==> src/design/hb16_pkg.sv <==
// package: constants and types for the 16-bit host-bus port
package hb16_pkg;
    localparam logic [7:0] OFS_TOP = 8'h00;
    localparam logic [7:0] OFS_HB = 8'h04;
    localparam logic [7:0] OFS_HB2 = 8'h08;
    localparam logic [7:0] OFS_ADDR = 8'h0C;
    localparam logic [7:0] OFS_WDATA = 8'h10;
    localparam logic [7:0] OFS_CMD = 8'h14;
    localparam logic [7:0] OFS_STAT = 8'h18;
    localparam logic [3:0] TOP_RST = 4'h0;
    localparam logic [4:0] HB_RST = 5'h00;
    localparam logic [3:0] HB2_RST = 4'h0;
    localparam logic [3:0] TOP_MODE_HB16 = 4'h3;
    localparam logic [1:0] HB_MODE_NONMUX = 2'h1;
    localparam int HB_LANE_OFF_BIT = 4;
    localparam logic [3:0] CS_ALE = 4'h0;
    localparam logic [3:0] CS_ONE = 4'h1;
    localparam logic [3:0] CS_TWO = 4'h2;
    localparam logic [3:0] CS_ALE_TWO = 4'h3;
    localparam logic [3:0] CS_FOUR = 4'h5;
    localparam logic [3:0] CS_THREE = 4'h7;
    localparam int CMD_START = 0;
    localparam int CMD_WRITE = 1;
    localparam int CMD_SEL = 2;
    localparam int CMD_LANE = 4;
    localparam int ST_BUSY = 0;
    localparam int ST_DONE = 1;
    localparam int ST_MODE = 2;
    localparam int ST_REFUSED = 3;
    localparam int ST_RDATA = 16;
    localparam int DATA_W = 16;
    localparam int ADDR_W = 21;
    localparam int NUM_LINES = 44;
    localparam int L_LANE0 = 24;
    localparam int L_LANE1 = 25;
    localparam int L_CS0_ALT = 26;
    localparam int L_CS1 = 27;
    localparam int L_RD = 28;
    localparam int L_WR = 29;
    localparam int L_ALE = 30;
    localparam int L_CS2 = 31;
    localparam int L_RDY = 32;
    localparam int L_XADDR = 33;
    localparam int L_CS3 = 43;
    localparam int CLK_MHZ = 40;
    localparam int STROBE_NS = 50;
    localparam int STROBE_CYC = (STROBE_NS * CLK_MHZ + 999) / 1000;
    typedef enum logic [1:0] {ST_IDLE, ST_ALE, ST_STROBE, ST_HOLD} state_t;
    typedef struct packed {
        logic write;
        logic [1:0] sel;
        logic [1:0] lanes;
    } req_t;
endpackage : hb16_pkg

==> src/design/hb16_nonmuxed_host_bus.sv <==
// top: APB-programmed master for the non-multiplexed 16-bit host bus
//
// The implementer's own choices: the register offsets and the APB register port.
`timescale 1ns/1ps
// Notes on behaviour
// - data and address leave on separate dedicated line groups
// - port runs host-bus cycles only when top mode field is 0x3
// - non-multiplexed variant only when host-bus mode field is 0x1
// - address-latch strobe pulses before data phase; external latch holds address
// - separate read and write strobes mark the data phase
// - one to four peripheral selects, one active per access
// - two byte-lane selects qualify lower or upper data byte
// - byte-lane field 0x1 turns byte selects off, full 16-bit words
// - select config 0x0: latch strobe only, no peripheral select
// - select config 0x1: one select replaces latch strobe
// - select config 0x3: latch strobe plus two selects
// - except in select config 0x0, ready input stretches the cycle while peripheral needs time
// - three and four select configs use 11 and 12 extra lines
// - non-multiplexed address reach narrower than multiplexed
module hb16_nonmuxed_host_bus
    import hb16_pkg::*;
(
    input wire logic clk_sys, // 40 MHz system clock
    input wire logic rst, // asynchronous reset, active high
    input wire logic [7:0] paddr, // apb byte address
    input wire logic psel, // apb select
    input wire logic penable, // apb access phase
    input wire logic pwrite, // apb direction
    input wire logic [31:0] pwdata, // apb write data
    output logic [31:0] prdata, // apb read data
    output logic pready, // apb ready
    output logic pslverr, // apb error on unmapped offset
    input wire logic [NUM_LINES-1:0] line_in, // interface line levels
    output logic [NUM_LINES-1:0] line_out, // interface line drive values
    output logic [NUM_LINES-1:0] line_oe // interface line enables
);
    localparam int STRB = STROBE_CYC;

    logic [3:0] top_cfg;
    logic [4:0] hb_cfg;
    logic [3:0] sel_cfg;
    logic [ADDR_W-1:0] addr_reg;
    logic [DATA_W-1:0] wdata_reg;
    logic [DATA_W-1:0] rdata_reg;
    logic done_flag;
    logic refused_flag;
    state_t state;
    req_t cur;
    logic [ADDR_W-1:0] cur_addr;
    logic [DATA_W-1:0] cur_wdata;
    logic [3:0] cnt;
    logic [NUM_LINES-1:0] next_out;
    logic [NUM_LINES-1:0] next_oe;
    logic wr_en;
    logic mapped;
    logic cfg_legal;
    logic mode_ok;
    logic [2:0] cs_count;
    logic ale_used;
    logic rdy_used;
    logic lane_sel_on;
    logic start_req;
    logic accept;
    logic done_set;
    req_t new_req;
    logic [3:0] cs_on;
    logic [31:0] rd_mux;

    assign wr_en = psel && penable && pwrite;
    assign pready = 1'b1;
    assign pslverr = psel && penable && !mapped;
    assign mapped = (paddr == OFS_TOP) || (paddr == OFS_HB) || (paddr == OFS_HB2)
        || (paddr == OFS_ADDR) || (paddr == OFS_WDATA) || (paddr == OFS_CMD) || (paddr == OFS_STAT);

    always_comb
    begin
        cfg_legal = 1'b1;
        cs_count = 3'd0;
        unique case (sel_cfg)
            CS_ALE: cs_count = 3'd0;
            CS_ONE: cs_count = 3'd1;
            CS_TWO: cs_count = 3'd2;
            CS_ALE_TWO: cs_count = 3'd2;
            CS_THREE: cs_count = 3'd3;
            CS_FOUR: cs_count = 3'd4;
            default: cfg_legal = 1'b0;
        endcase
    end

    // other codes of either mode field park every line undriven
    assign mode_ok = (top_cfg == TOP_MODE_HB16)
        && (hb_cfg[1:0] == HB_MODE_NONMUX) && cfg_legal;
    assign ale_used = (sel_cfg == CS_ALE) || (sel_cfg == CS_ALE_TWO);
    assign rdy_used = (sel_cfg != CS_ALE);
    assign lane_sel_on = !hb_cfg[HB_LANE_OFF_BIT];

    assign new_req.write = pwdata[CMD_WRITE];
    assign new_req.sel = pwdata[CMD_SEL +: 2];
    // with byte selects off every transfer is a full word
    assign new_req.lanes = lane_sel_on ? pwdata[CMD_LANE +: 2] : 2'b11;
    assign start_req = wr_en && (paddr == OFS_CMD) && pwdata[CMD_START];
    assign accept = start_req && (state == ST_IDLE) && mode_ok
        && ({1'b0, new_req.sel} < cs_count || cs_count == 3'd0);
    assign done_set = (state == ST_HOLD);

    always_ff @(posedge clk_sys or posedge rst)
    begin
        if (rst)
        begin
            top_cfg <= TOP_RST;
            hb_cfg <= HB_RST;
            sel_cfg <= HB2_RST;
            addr_reg <= '0;
            wdata_reg <= '0;
        end
        else if (wr_en)
        begin
            if (paddr == OFS_TOP)
                top_cfg <= pwdata[3:0];
            if (paddr == OFS_HB)
                hb_cfg <= pwdata[4:0];
            if (paddr == OFS_HB2)
                sel_cfg <= pwdata[3:0];
            if (paddr == OFS_ADDR)
                addr_reg <= pwdata[ADDR_W-1:0];
            if (paddr == OFS_WDATA)
                wdata_reg <= pwdata[DATA_W-1:0];
        end
    end

    // a new event wins over a write-one clear in the same cycle
    always_ff @(posedge clk_sys or posedge rst)
    begin
        if (rst)
        begin
            done_flag <= 1'b0;
            refused_flag <= 1'b0;
        end
        else
        begin
            if (done_set)
                done_flag <= 1'b1;
            else if (wr_en && paddr == OFS_STAT && pwdata[ST_DONE])
                done_flag <= 1'b0;
            if (start_req && !accept)
                refused_flag <= 1'b1;
            else if (wr_en && paddr == OFS_STAT && pwdata[ST_REFUSED])
                refused_flag <= 1'b0;
        end
    end

    always_comb
    begin
        rd_mux = 32'h00000000;
        unique case (paddr)
            OFS_TOP: rd_mux[3:0] = top_cfg;
            OFS_HB: rd_mux[4:0] = hb_cfg;
            OFS_HB2: rd_mux[3:0] = sel_cfg;
            OFS_ADDR: rd_mux[ADDR_W-1:0] = addr_reg;
            OFS_WDATA: rd_mux[DATA_W-1:0] = wdata_reg;
            OFS_STAT:
            begin
                rd_mux[ST_BUSY] = (state != ST_IDLE);
                rd_mux[ST_DONE] = done_flag;
                rd_mux[ST_MODE] = mode_ok;
                rd_mux[ST_REFUSED] = refused_flag;
                rd_mux[ST_RDATA +: DATA_W] = rdata_reg;
            end
            default: rd_mux = 32'h00000000;
        endcase
    end

    // read data is captured in the setup phase so prdata comes from a flop
    always_ff @(posedge clk_sys or posedge rst)
    begin
        if (rst)
            prdata <= 32'h00000000;
        else if (psel && !penable)
            prdata <= rd_mux;
    end

    always_ff @(posedge clk_sys or posedge rst)
    begin
        if (rst)
        begin
            state <= ST_IDLE;
            cnt <= 4'h0;
            cur <= '0;
            cur_addr <= '0;
            cur_wdata <= '0;
        end
        else
        begin
            unique case (state)
                ST_IDLE:
                    if (accept)
                    begin
                        cur <= new_req;
                        cur_addr <= addr_reg;
                        cur_wdata <= wdata_reg;
                        cnt <= 4'(STROBE_CYC);
                        state <= ale_used ? ST_ALE : ST_STROBE;
                    end
                ST_ALE:
                    state <= ST_STROBE;
                ST_STROBE:
                    if (cnt != 4'h1)
                        cnt <= cnt - 4'h1;
                    else if (!rdy_used || line_in[L_RDY])
                        state <= ST_HOLD;
                ST_HOLD:
                    state <= ST_IDLE;
            endcase
        end
    end

    // strobes are still active on the lines during the hold cycle
    always_ff @(posedge clk_sys or posedge rst)
    begin
        if (rst)
            rdata_reg <= '0;
        else if (state == ST_HOLD && !cur.write)
            rdata_reg <= line_in[DATA_W-1:0];
    end

    assign cs_on = (state == ST_IDLE || cs_count == 3'd0) ? 4'h0 : (4'h1 << cur.sel);

    // all strobes and selects are active low except the latch strobe
    always_comb
    begin
        next_out = '0;
        next_oe = '0;
        if (mode_ok)
        begin
            next_oe[DATA_W-1:0] = {DATA_W{cur.write && state != ST_IDLE}};
            next_out[DATA_W-1:0] = cur_wdata;
            next_oe[L_ALE:16] = '1;
            next_out[27:16] = cur_addr[11:0];
            next_out[L_RD] = !(state == ST_STROBE && !cur.write);
            next_out[L_WR] = !(state == ST_STROBE && cur.write);
            unique case (sel_cfg)
                CS_ALE:
                    next_out[L_ALE] = (state == ST_ALE);
                CS_ONE:
                    next_out[L_ALE] = !cs_on[0];
                CS_TWO:
                begin
                    next_out[L_ALE] = !cs_on[0];
                    next_out[L_CS1] = !cs_on[1];
                end
                CS_ALE_TWO:
                begin
                    next_out[L_ALE] = (state == ST_ALE);
                    next_out[L_CS0_ALT] = !cs_on[0];
                    next_out[L_CS1] = !cs_on[1];
                end
                default:
                begin
                    // the extra lines widen the address and carry select 2, and select 3 only with four selects
                    next_out[L_ALE] = !cs_on[0];
                    next_out[L_CS1] = !cs_on[1];
                    next_out[L_CS0_ALT] = cur_addr[10];
                    next_oe[L_CS2] = 1'b1;
                    next_out[L_CS2] = !cs_on[2];
                    next_oe[L_CS3-1:L_XADDR] = '1;
                    next_out[L_CS3-1:L_XADDR] = cur_addr[20:11];
                    next_oe[L_CS3] = (sel_cfg == CS_FOUR);
                    next_out[L_CS3] = !cs_on[3];
                end
            endcase
            if (lane_sel_on)
            begin
                next_out[L_LANE0] = !(cs_on != 4'h0 || state != ST_IDLE) || !cur.lanes[0];
                next_out[L_LANE1] = !(cs_on != 4'h0 || state != ST_IDLE) || !cur.lanes[1];
            end
        end
    end

    always_ff @(posedge clk_sys or posedge rst)
    begin
        if (rst)
        begin
            line_out <= '0;
            line_oe <= '0;
        end
        else
        begin
            line_out <= next_out;
            line_oe <= next_oe;
        end
    end

    a_top_mode_gate: assert property (
        @(posedge clk_sys) disable iff (rst)
        (top_cfg != TOP_MODE_HB16) |=> (line_oe == '0))
        else $error("lines driven outside host-bus mode");

    a_nonmux_gate: assert property (
        @(posedge clk_sys) disable iff (rst)
        (hb_cfg[1:0] != HB_MODE_NONMUX) && !start_req |=> (line_oe == '0) && (state == ST_IDLE))
        else $error("lines driven outside non-multiplexed mode");

    a_ale_pulse_once: assert property (
        @(posedge clk_sys) disable iff (rst)
        (state == ST_ALE) && (sel_cfg == CS_ALE) && $stable(sel_cfg)
        |=> line_out[L_ALE] ##1 !line_out[L_ALE])
        else $error("latch strobe is not a single cycle pulse");

    a_read_strobe: assert property (
        @(posedge clk_sys) disable iff (rst)
        (state == ST_STROBE) && !cur.write && mode_ok
        |=> !line_out[L_RD] && line_out[L_WR] && (line_oe[DATA_W-1:0] == '0))
        else $error("read strobe wrong in data phase");

    a_write_data: assert property (
        @(posedge clk_sys) disable iff (rst)
        (state == ST_STROBE) && cur.write && mode_ok
        |=> !line_out[L_WR] && (line_oe[DATA_W-1:0] == '1) && (line_out[DATA_W-1:0] == $past(cur_wdata)))
        else $error("write data not on data lines");

    a_ready_stretch: assert property (
        @(posedge clk_sys) disable iff (rst)
        (state == ST_STROBE) && (cnt == 4'h1) && rdy_used && !line_in[L_RDY] |=> (state == ST_STROBE))
        else $error("cycle ended while ready low");

    a_strobe_length: assert property (
        @(posedge clk_sys) disable iff (rst)
        (state == ST_STROBE) && ($past(state) != ST_STROBE) && !rdy_used && $stable(sel_cfg)
        |-> ##(STRB) (state == ST_HOLD))
        else $error("strobe width differs from minimum");

    a_one_select: assert property (
        @(posedge clk_sys) disable iff (rst)
        (state == ST_STROBE) && (sel_cfg == CS_ONE) && mode_ok |=> !line_out[L_ALE])
        else $error("single select not active in access");

    a_two_select_ale: assert property (
        @(posedge clk_sys) disable iff (rst)
        (state == ST_STROBE) && (sel_cfg == CS_ALE_TWO) && (cur.sel == 2'd1) && mode_ok
        |=> !line_out[L_CS1] && line_out[L_CS0_ALT] && !line_out[L_ALE])
        else $error("second select wrong with latch strobe");

    a_lanes_off: assert property (
        @(posedge clk_sys) disable iff (rst)
        !lane_sel_on && mode_ok && (sel_cfg == CS_ALE) |=> (line_out[L_LANE1:L_LANE0] == $past(cur_addr[9:8])))
        else $error("byte selects driven while disabled");

    a_extra_lines: assert property (
        @(posedge clk_sys) disable iff (rst)
        mode_ok && (sel_cfg == CS_FOUR) |=> line_oe[L_CS3] && line_oe[L_CS2] && (line_oe[L_CS3-1:L_XADDR] == '1))
        else $error("extra lines not enabled for four selects");
endmodule : hb16_nonmuxed_host_bus

==> config.mk <==
export PLATFORM = sky130hd
export DESIGN_NAME = hb16_nonmuxed_host_bus
export DESIGN_NICKNAME = d
export VERILOG_FILES = /design/src/design/hb16_pkg.sv /design/src/design/hb16_nonmuxed_host_bus.sv
export SDC_FILE = /design/constraint.sdc
export NUM_CORES = 1
export LEC_CHECK = 0
export ABC_AREA = 1
export BUFFER_PORTS_ARGS = -buffer_cell sky130_fd_sc_hd__buf_2
export CORE_MARGIN = 5
export CORE_UTILIZATION = 30
export CTS_BUF_LIST = sky130_fd_sc_hd__clkbuf_16
export DETAILED_ROUTE_END_ITERATION = 7
export MAX_ROUTING_LAYER = met4
export SLEW_MARGIN = 5
export SYNTH_ARGS = -nofsm -noshare
export SYNTH_HDL_FRONTEND = slang
export SYNTH_SLANG_ARGS = --single-unit
==> constraint.sdc <==
create_clock -name clk_sys -period 7.3 [get_ports clk_sys]
set_input_delay 0.73 -clock clk_sys [delete_from_list [all_inputs] [get_ports clk_sys]]
set_output_delay 0.73 -clock clk_sys [all_outputs]
set_load 0.05 [all_outputs]
==> parameters.txt <==
Parameter                              Value

Pwr
  Maximum resistive drop on vdd ... 112 uV
  Power consumption ... around 2.3 mW
  Leakage component of the power ... about 5.4 nW
  Power per cell area ... 230 nW/um^2

Setup path
  Kind of launch point of the worst setup path ... input pin
  Largest driver fanout on the critical path ... 18
  Count of buffering cells on the critical path with inverters included ... 4
  Data arrival time of the worst path ... 2.74 ns
  Setup CP Type ... in2out
  Critical Path Max Stage Delay ... 0.58 ns
  Cell chain of the critical path ... buf_2 -> inv_1 -> nand2_1 -> nor3_1 -> nand2_1 -> inv_1 -> nor4_1 -> buf_2
  Crit path capture type ... output port
  Worst-case register-to-register setup slack ... between 4 and 5 ns
  Cell family contributing the most delay on the critical path ... simple AND/OR/NAND/NOR gates
  Required time of the worst setup path ... 6.57 ns
  Slowest stage cell, crit path ... sky130_fd_sc_hd__nand2_1

Final layout
  Post-route cell area ... 9900 sq um
  Fill cell count ... approximately 2900
  Final cell count without fillers ... between 1000 and 1500
  Number of nets in the finished design ... 1121
  ANT cells ... 0
  Register name with the most flops ... line_out
  Area delta synth->final ... 17.7%
  Area used by multi-input combinational logic ... about 2700 sq um
  Ratio of cells with drive above 1 in the final layout ... 25.7%
  Register area ... 4880 sq um
  Registers with the most flip-flops ... line_out (43), prdata (32)
  Flip-flop count of the largest register after layout ... 43

Global routing
  Maximum number of pins on one net before global-route repair ... around 130
  Number of global-route vias before repair ... 6166
  Sum of overflow across all layers after global routing ... 0
  All-Layer GR Usage ... 14.2%
  Number of antenna violations at the first check in global routing ... 0
  Global-route wire length before repair ... between 30000 and 40000 um

Clock network
  Clk Latency, worst-skew pair ... approximately 0.44 ns
  Total clock buffers created by CTS ... 17
  Post_cts resized ... 0
  Clock tree from TritonCTS ... yes
  Maximum level of the CTS H-tree ... 4
  TritonCTS sink count ... 195
  CTS root buffer ... sky130_fd_sc_hd__clkbuf_16
  Number of buffers inserted to repair setup after CTS ... 0
  Number of buffers added to fix hold violations after cts ... 0
  Clock transition at the registers of the reported paths ... around 0.070 ns
  Clock tree buffer depth ... 2

Drt
  Detailed-router iteration count before antenna repair ... 5
  DRC violation count after routing ... 0
  Sum of routed wire length over all layers ... about 21000 um
  Initial drt markers ... approximately 430
  Antenna-violating nets left ... 0
  Vias after detailed routing ... ~6200
  Post-detailed-route via-to-cell ratio ... about 4.3
  Average wire per standard cell ... about 15 um

Timing
  Total of endpoints with negative setup slack in the final report ... 0
  Fmax achieved ... 0.288 GHz
  Post-route clock skew ... between 0.01 and 0.015 ns
  Pins over their slew limit ... 0
  Headroom to the max-slew limit ... between 20% and 30%
  Final period util ... 47.5%
  Hold Vio Cnt, Final ... 0
  Transition at the pin with the smallest max-transition slack ... 1.11 ns
  Sum of negative setup slack ... 0 ns
  Final critical-path required period ... between 3 and 4 ns
  Setup repair after global routing missed its margin ... no

Die
  Horizontal extent of the die ... 177 um
  Floorplan core area ... around 28000 sq um
  Full die area ... 31500 sq um
  Height of the die ... 177 um
  Initial cell density of the core ... between 30% and 40%
  I/O pin count ... between 200 and 250
  Cell Rows ... 61

Yosys
  Cell types with the largest area share after synthesis ... sky130_fd_sc_hd__dfrtp_1, sky130_fd_sc_hd__nand2_1, sky130_fd_sc_hd__nor2_1
  Warnings, synthesis ... 0
  Share of the synthesized area in the top cell type ... 58.0%
  Leading area contributor after synthesis ... sky130_fd_sc_hd__dfrtp_1
  Synth unique cells ... 37
  Mapped cell area ... around 8400 sq um
  Seq/Total Area, Yosys ... around three fifths
  Syn avg cell area ... 9.29 sq um
  #FFs+latches synth ... around 200
  Gate count of the mapped netlist ... just over 900

Outcome
  Outcome ... finished, final reports clean

Placement
  Final GP Congestion ... 0.846
  Quantity of I/O buffers inserted on ports ... between 150 and 200
  Number of instances in the placed design ... ~1400
  Total half-perimeter wirelength after legalization and detailed placement ... around 15000 um
  DP Area ... 9300 sq um

Min path
  Class of the tightest hold or removal check ... in2async

Flow run
  Number of max-capacitance violations reported ... 0
==> where the power goes <==
group | switching, mW | internal, mW | total, mW
clock | 0.444 | 0.517 | 0.961
combinational | 0.147 | 0.0508 | 0.198
sequential | 0.0164 | 1.10 | 1.12
==> synthesized netlist by cell type, drive strengths merged <==
library cell and number:
nand4 1, o22ai 5, o21ai 77, inv 109
or2 1, nor4 2, nor3 3, dfrtp 195
nand3 17, conb 2, mux2 6, xor2 1
buf 52, a31oi 5, a21oi 80, a21o 1
nor2 128, nand2 182, o21a 1, ha 7
o31ai 7, and2 1, clkbuf 21, nand3b 1
==> routing by layer <==
| metal | up-vias | wire length [um] | GRT usage [%] | part of all wire (%) |
|---|---|---|---|---|
| li1 | 3040 | - | - | - |
| met5 | - | 0 | - | 0 |
| met2 | 206 | 9860 | 22.1 | 46 |
| met1 | 2898 | 9800 | 19.4 | 46 |
| met4 | 0 | 218 | 3.58 | 1.0 |
| met3 | 14 | 1400 | 2.71 | 6.6 |
==> final timing paths <==
path,endpoint,cells after the start,startpoint
min in group clk_sys,cnt[1],2,cnt[1]
min reg2reg,cnt[1],2,cnt[1]
max,pslverr,8,paddr[0]
max reg2reg,cnt[1],12,sel_cfg[0]
min,line_out[29],2,rst
max in group asynchronous,cur_wdata[11],3,rst
==> area by class of cell <==
cell class | count | share of cell area (%)
Timing Repair Buffer | 173 | 8.85
Inverter | 109 | 4.21
Tap cell | 378 | 4.78
Clock buffer | 17 | 4.30
Multi-Input combinational cell | 529 | 26.8
Sequential cell | 195 | 49.3
Clock inverter | 15 | 1.79
==> cells in the final DEF (no fill, tap or decap), drive strengths merged <==
| cell type | instances |
|---|---|
| clkinv | 5 |
| conb | 3 |
| xor2 | 1 |
| nand4 | 1 |
| buf | 173 |
| or2 | 1 |
| a31oi | 5 |
| o21a | 1 |
| o21ai | 77 |
| clkbuf | 17 |
| nand3b | 1 |
| inv | 116 |
| nand2 | 182 |
| nor2 | 128 |
| ha | 7 |
| dfrtp | 195 |
| o31ai | 7 |
| bufinv | 2 |
| and2 | 1 |
| a21oi | 80 |
| mux2 | 6 |
| clkinvlp | 1 |
| a21o | 1 |
| nor4 | 2 |
| o22ai | 5 |
| nand3 | 17 |
| nor3 | 3 |
==> cell families (layout without fill, tap and decap cells) <==
| logic type | count (synthesis) | in the layout | synth area share (%) |
|---|---|---|---|
| AOI/OAI and AO/OA | 176 | 176 | 12.2 |
| xor gates and xnor gates | 1 | 1 | 0.104 |
| adders and majority gates | 7 | 7 | 1.04 |
| buffers and inverters | 182 | 314 | 10.5 |
| DFF | 195 | 195 | 58.0 |
| muxes | 6 | 6 | 0.803 |
| other | 2 | 3 | 0.0893 |
| and+or+nand+nor | 336 | 336 | 17.2 |
==> through the flow <==
| step | hold WS [ns] | utilization (%) | setup slack, ns |
|---|---|---|---|
| floorplan | 0.442 | - | 1.26 |
| global placement | 0.455 | 33.6 | 3.89 |
| detailed placement | 0.461 | 33.6 | 3.88 |
| CTS | 0.478 | 35.7 | 3.88 |
| global route | 0.496 | 35.7 | 3.60 |
| finish | 0.473 | 35.7 | 3.83 |
(Power assumes the default switching activity.)
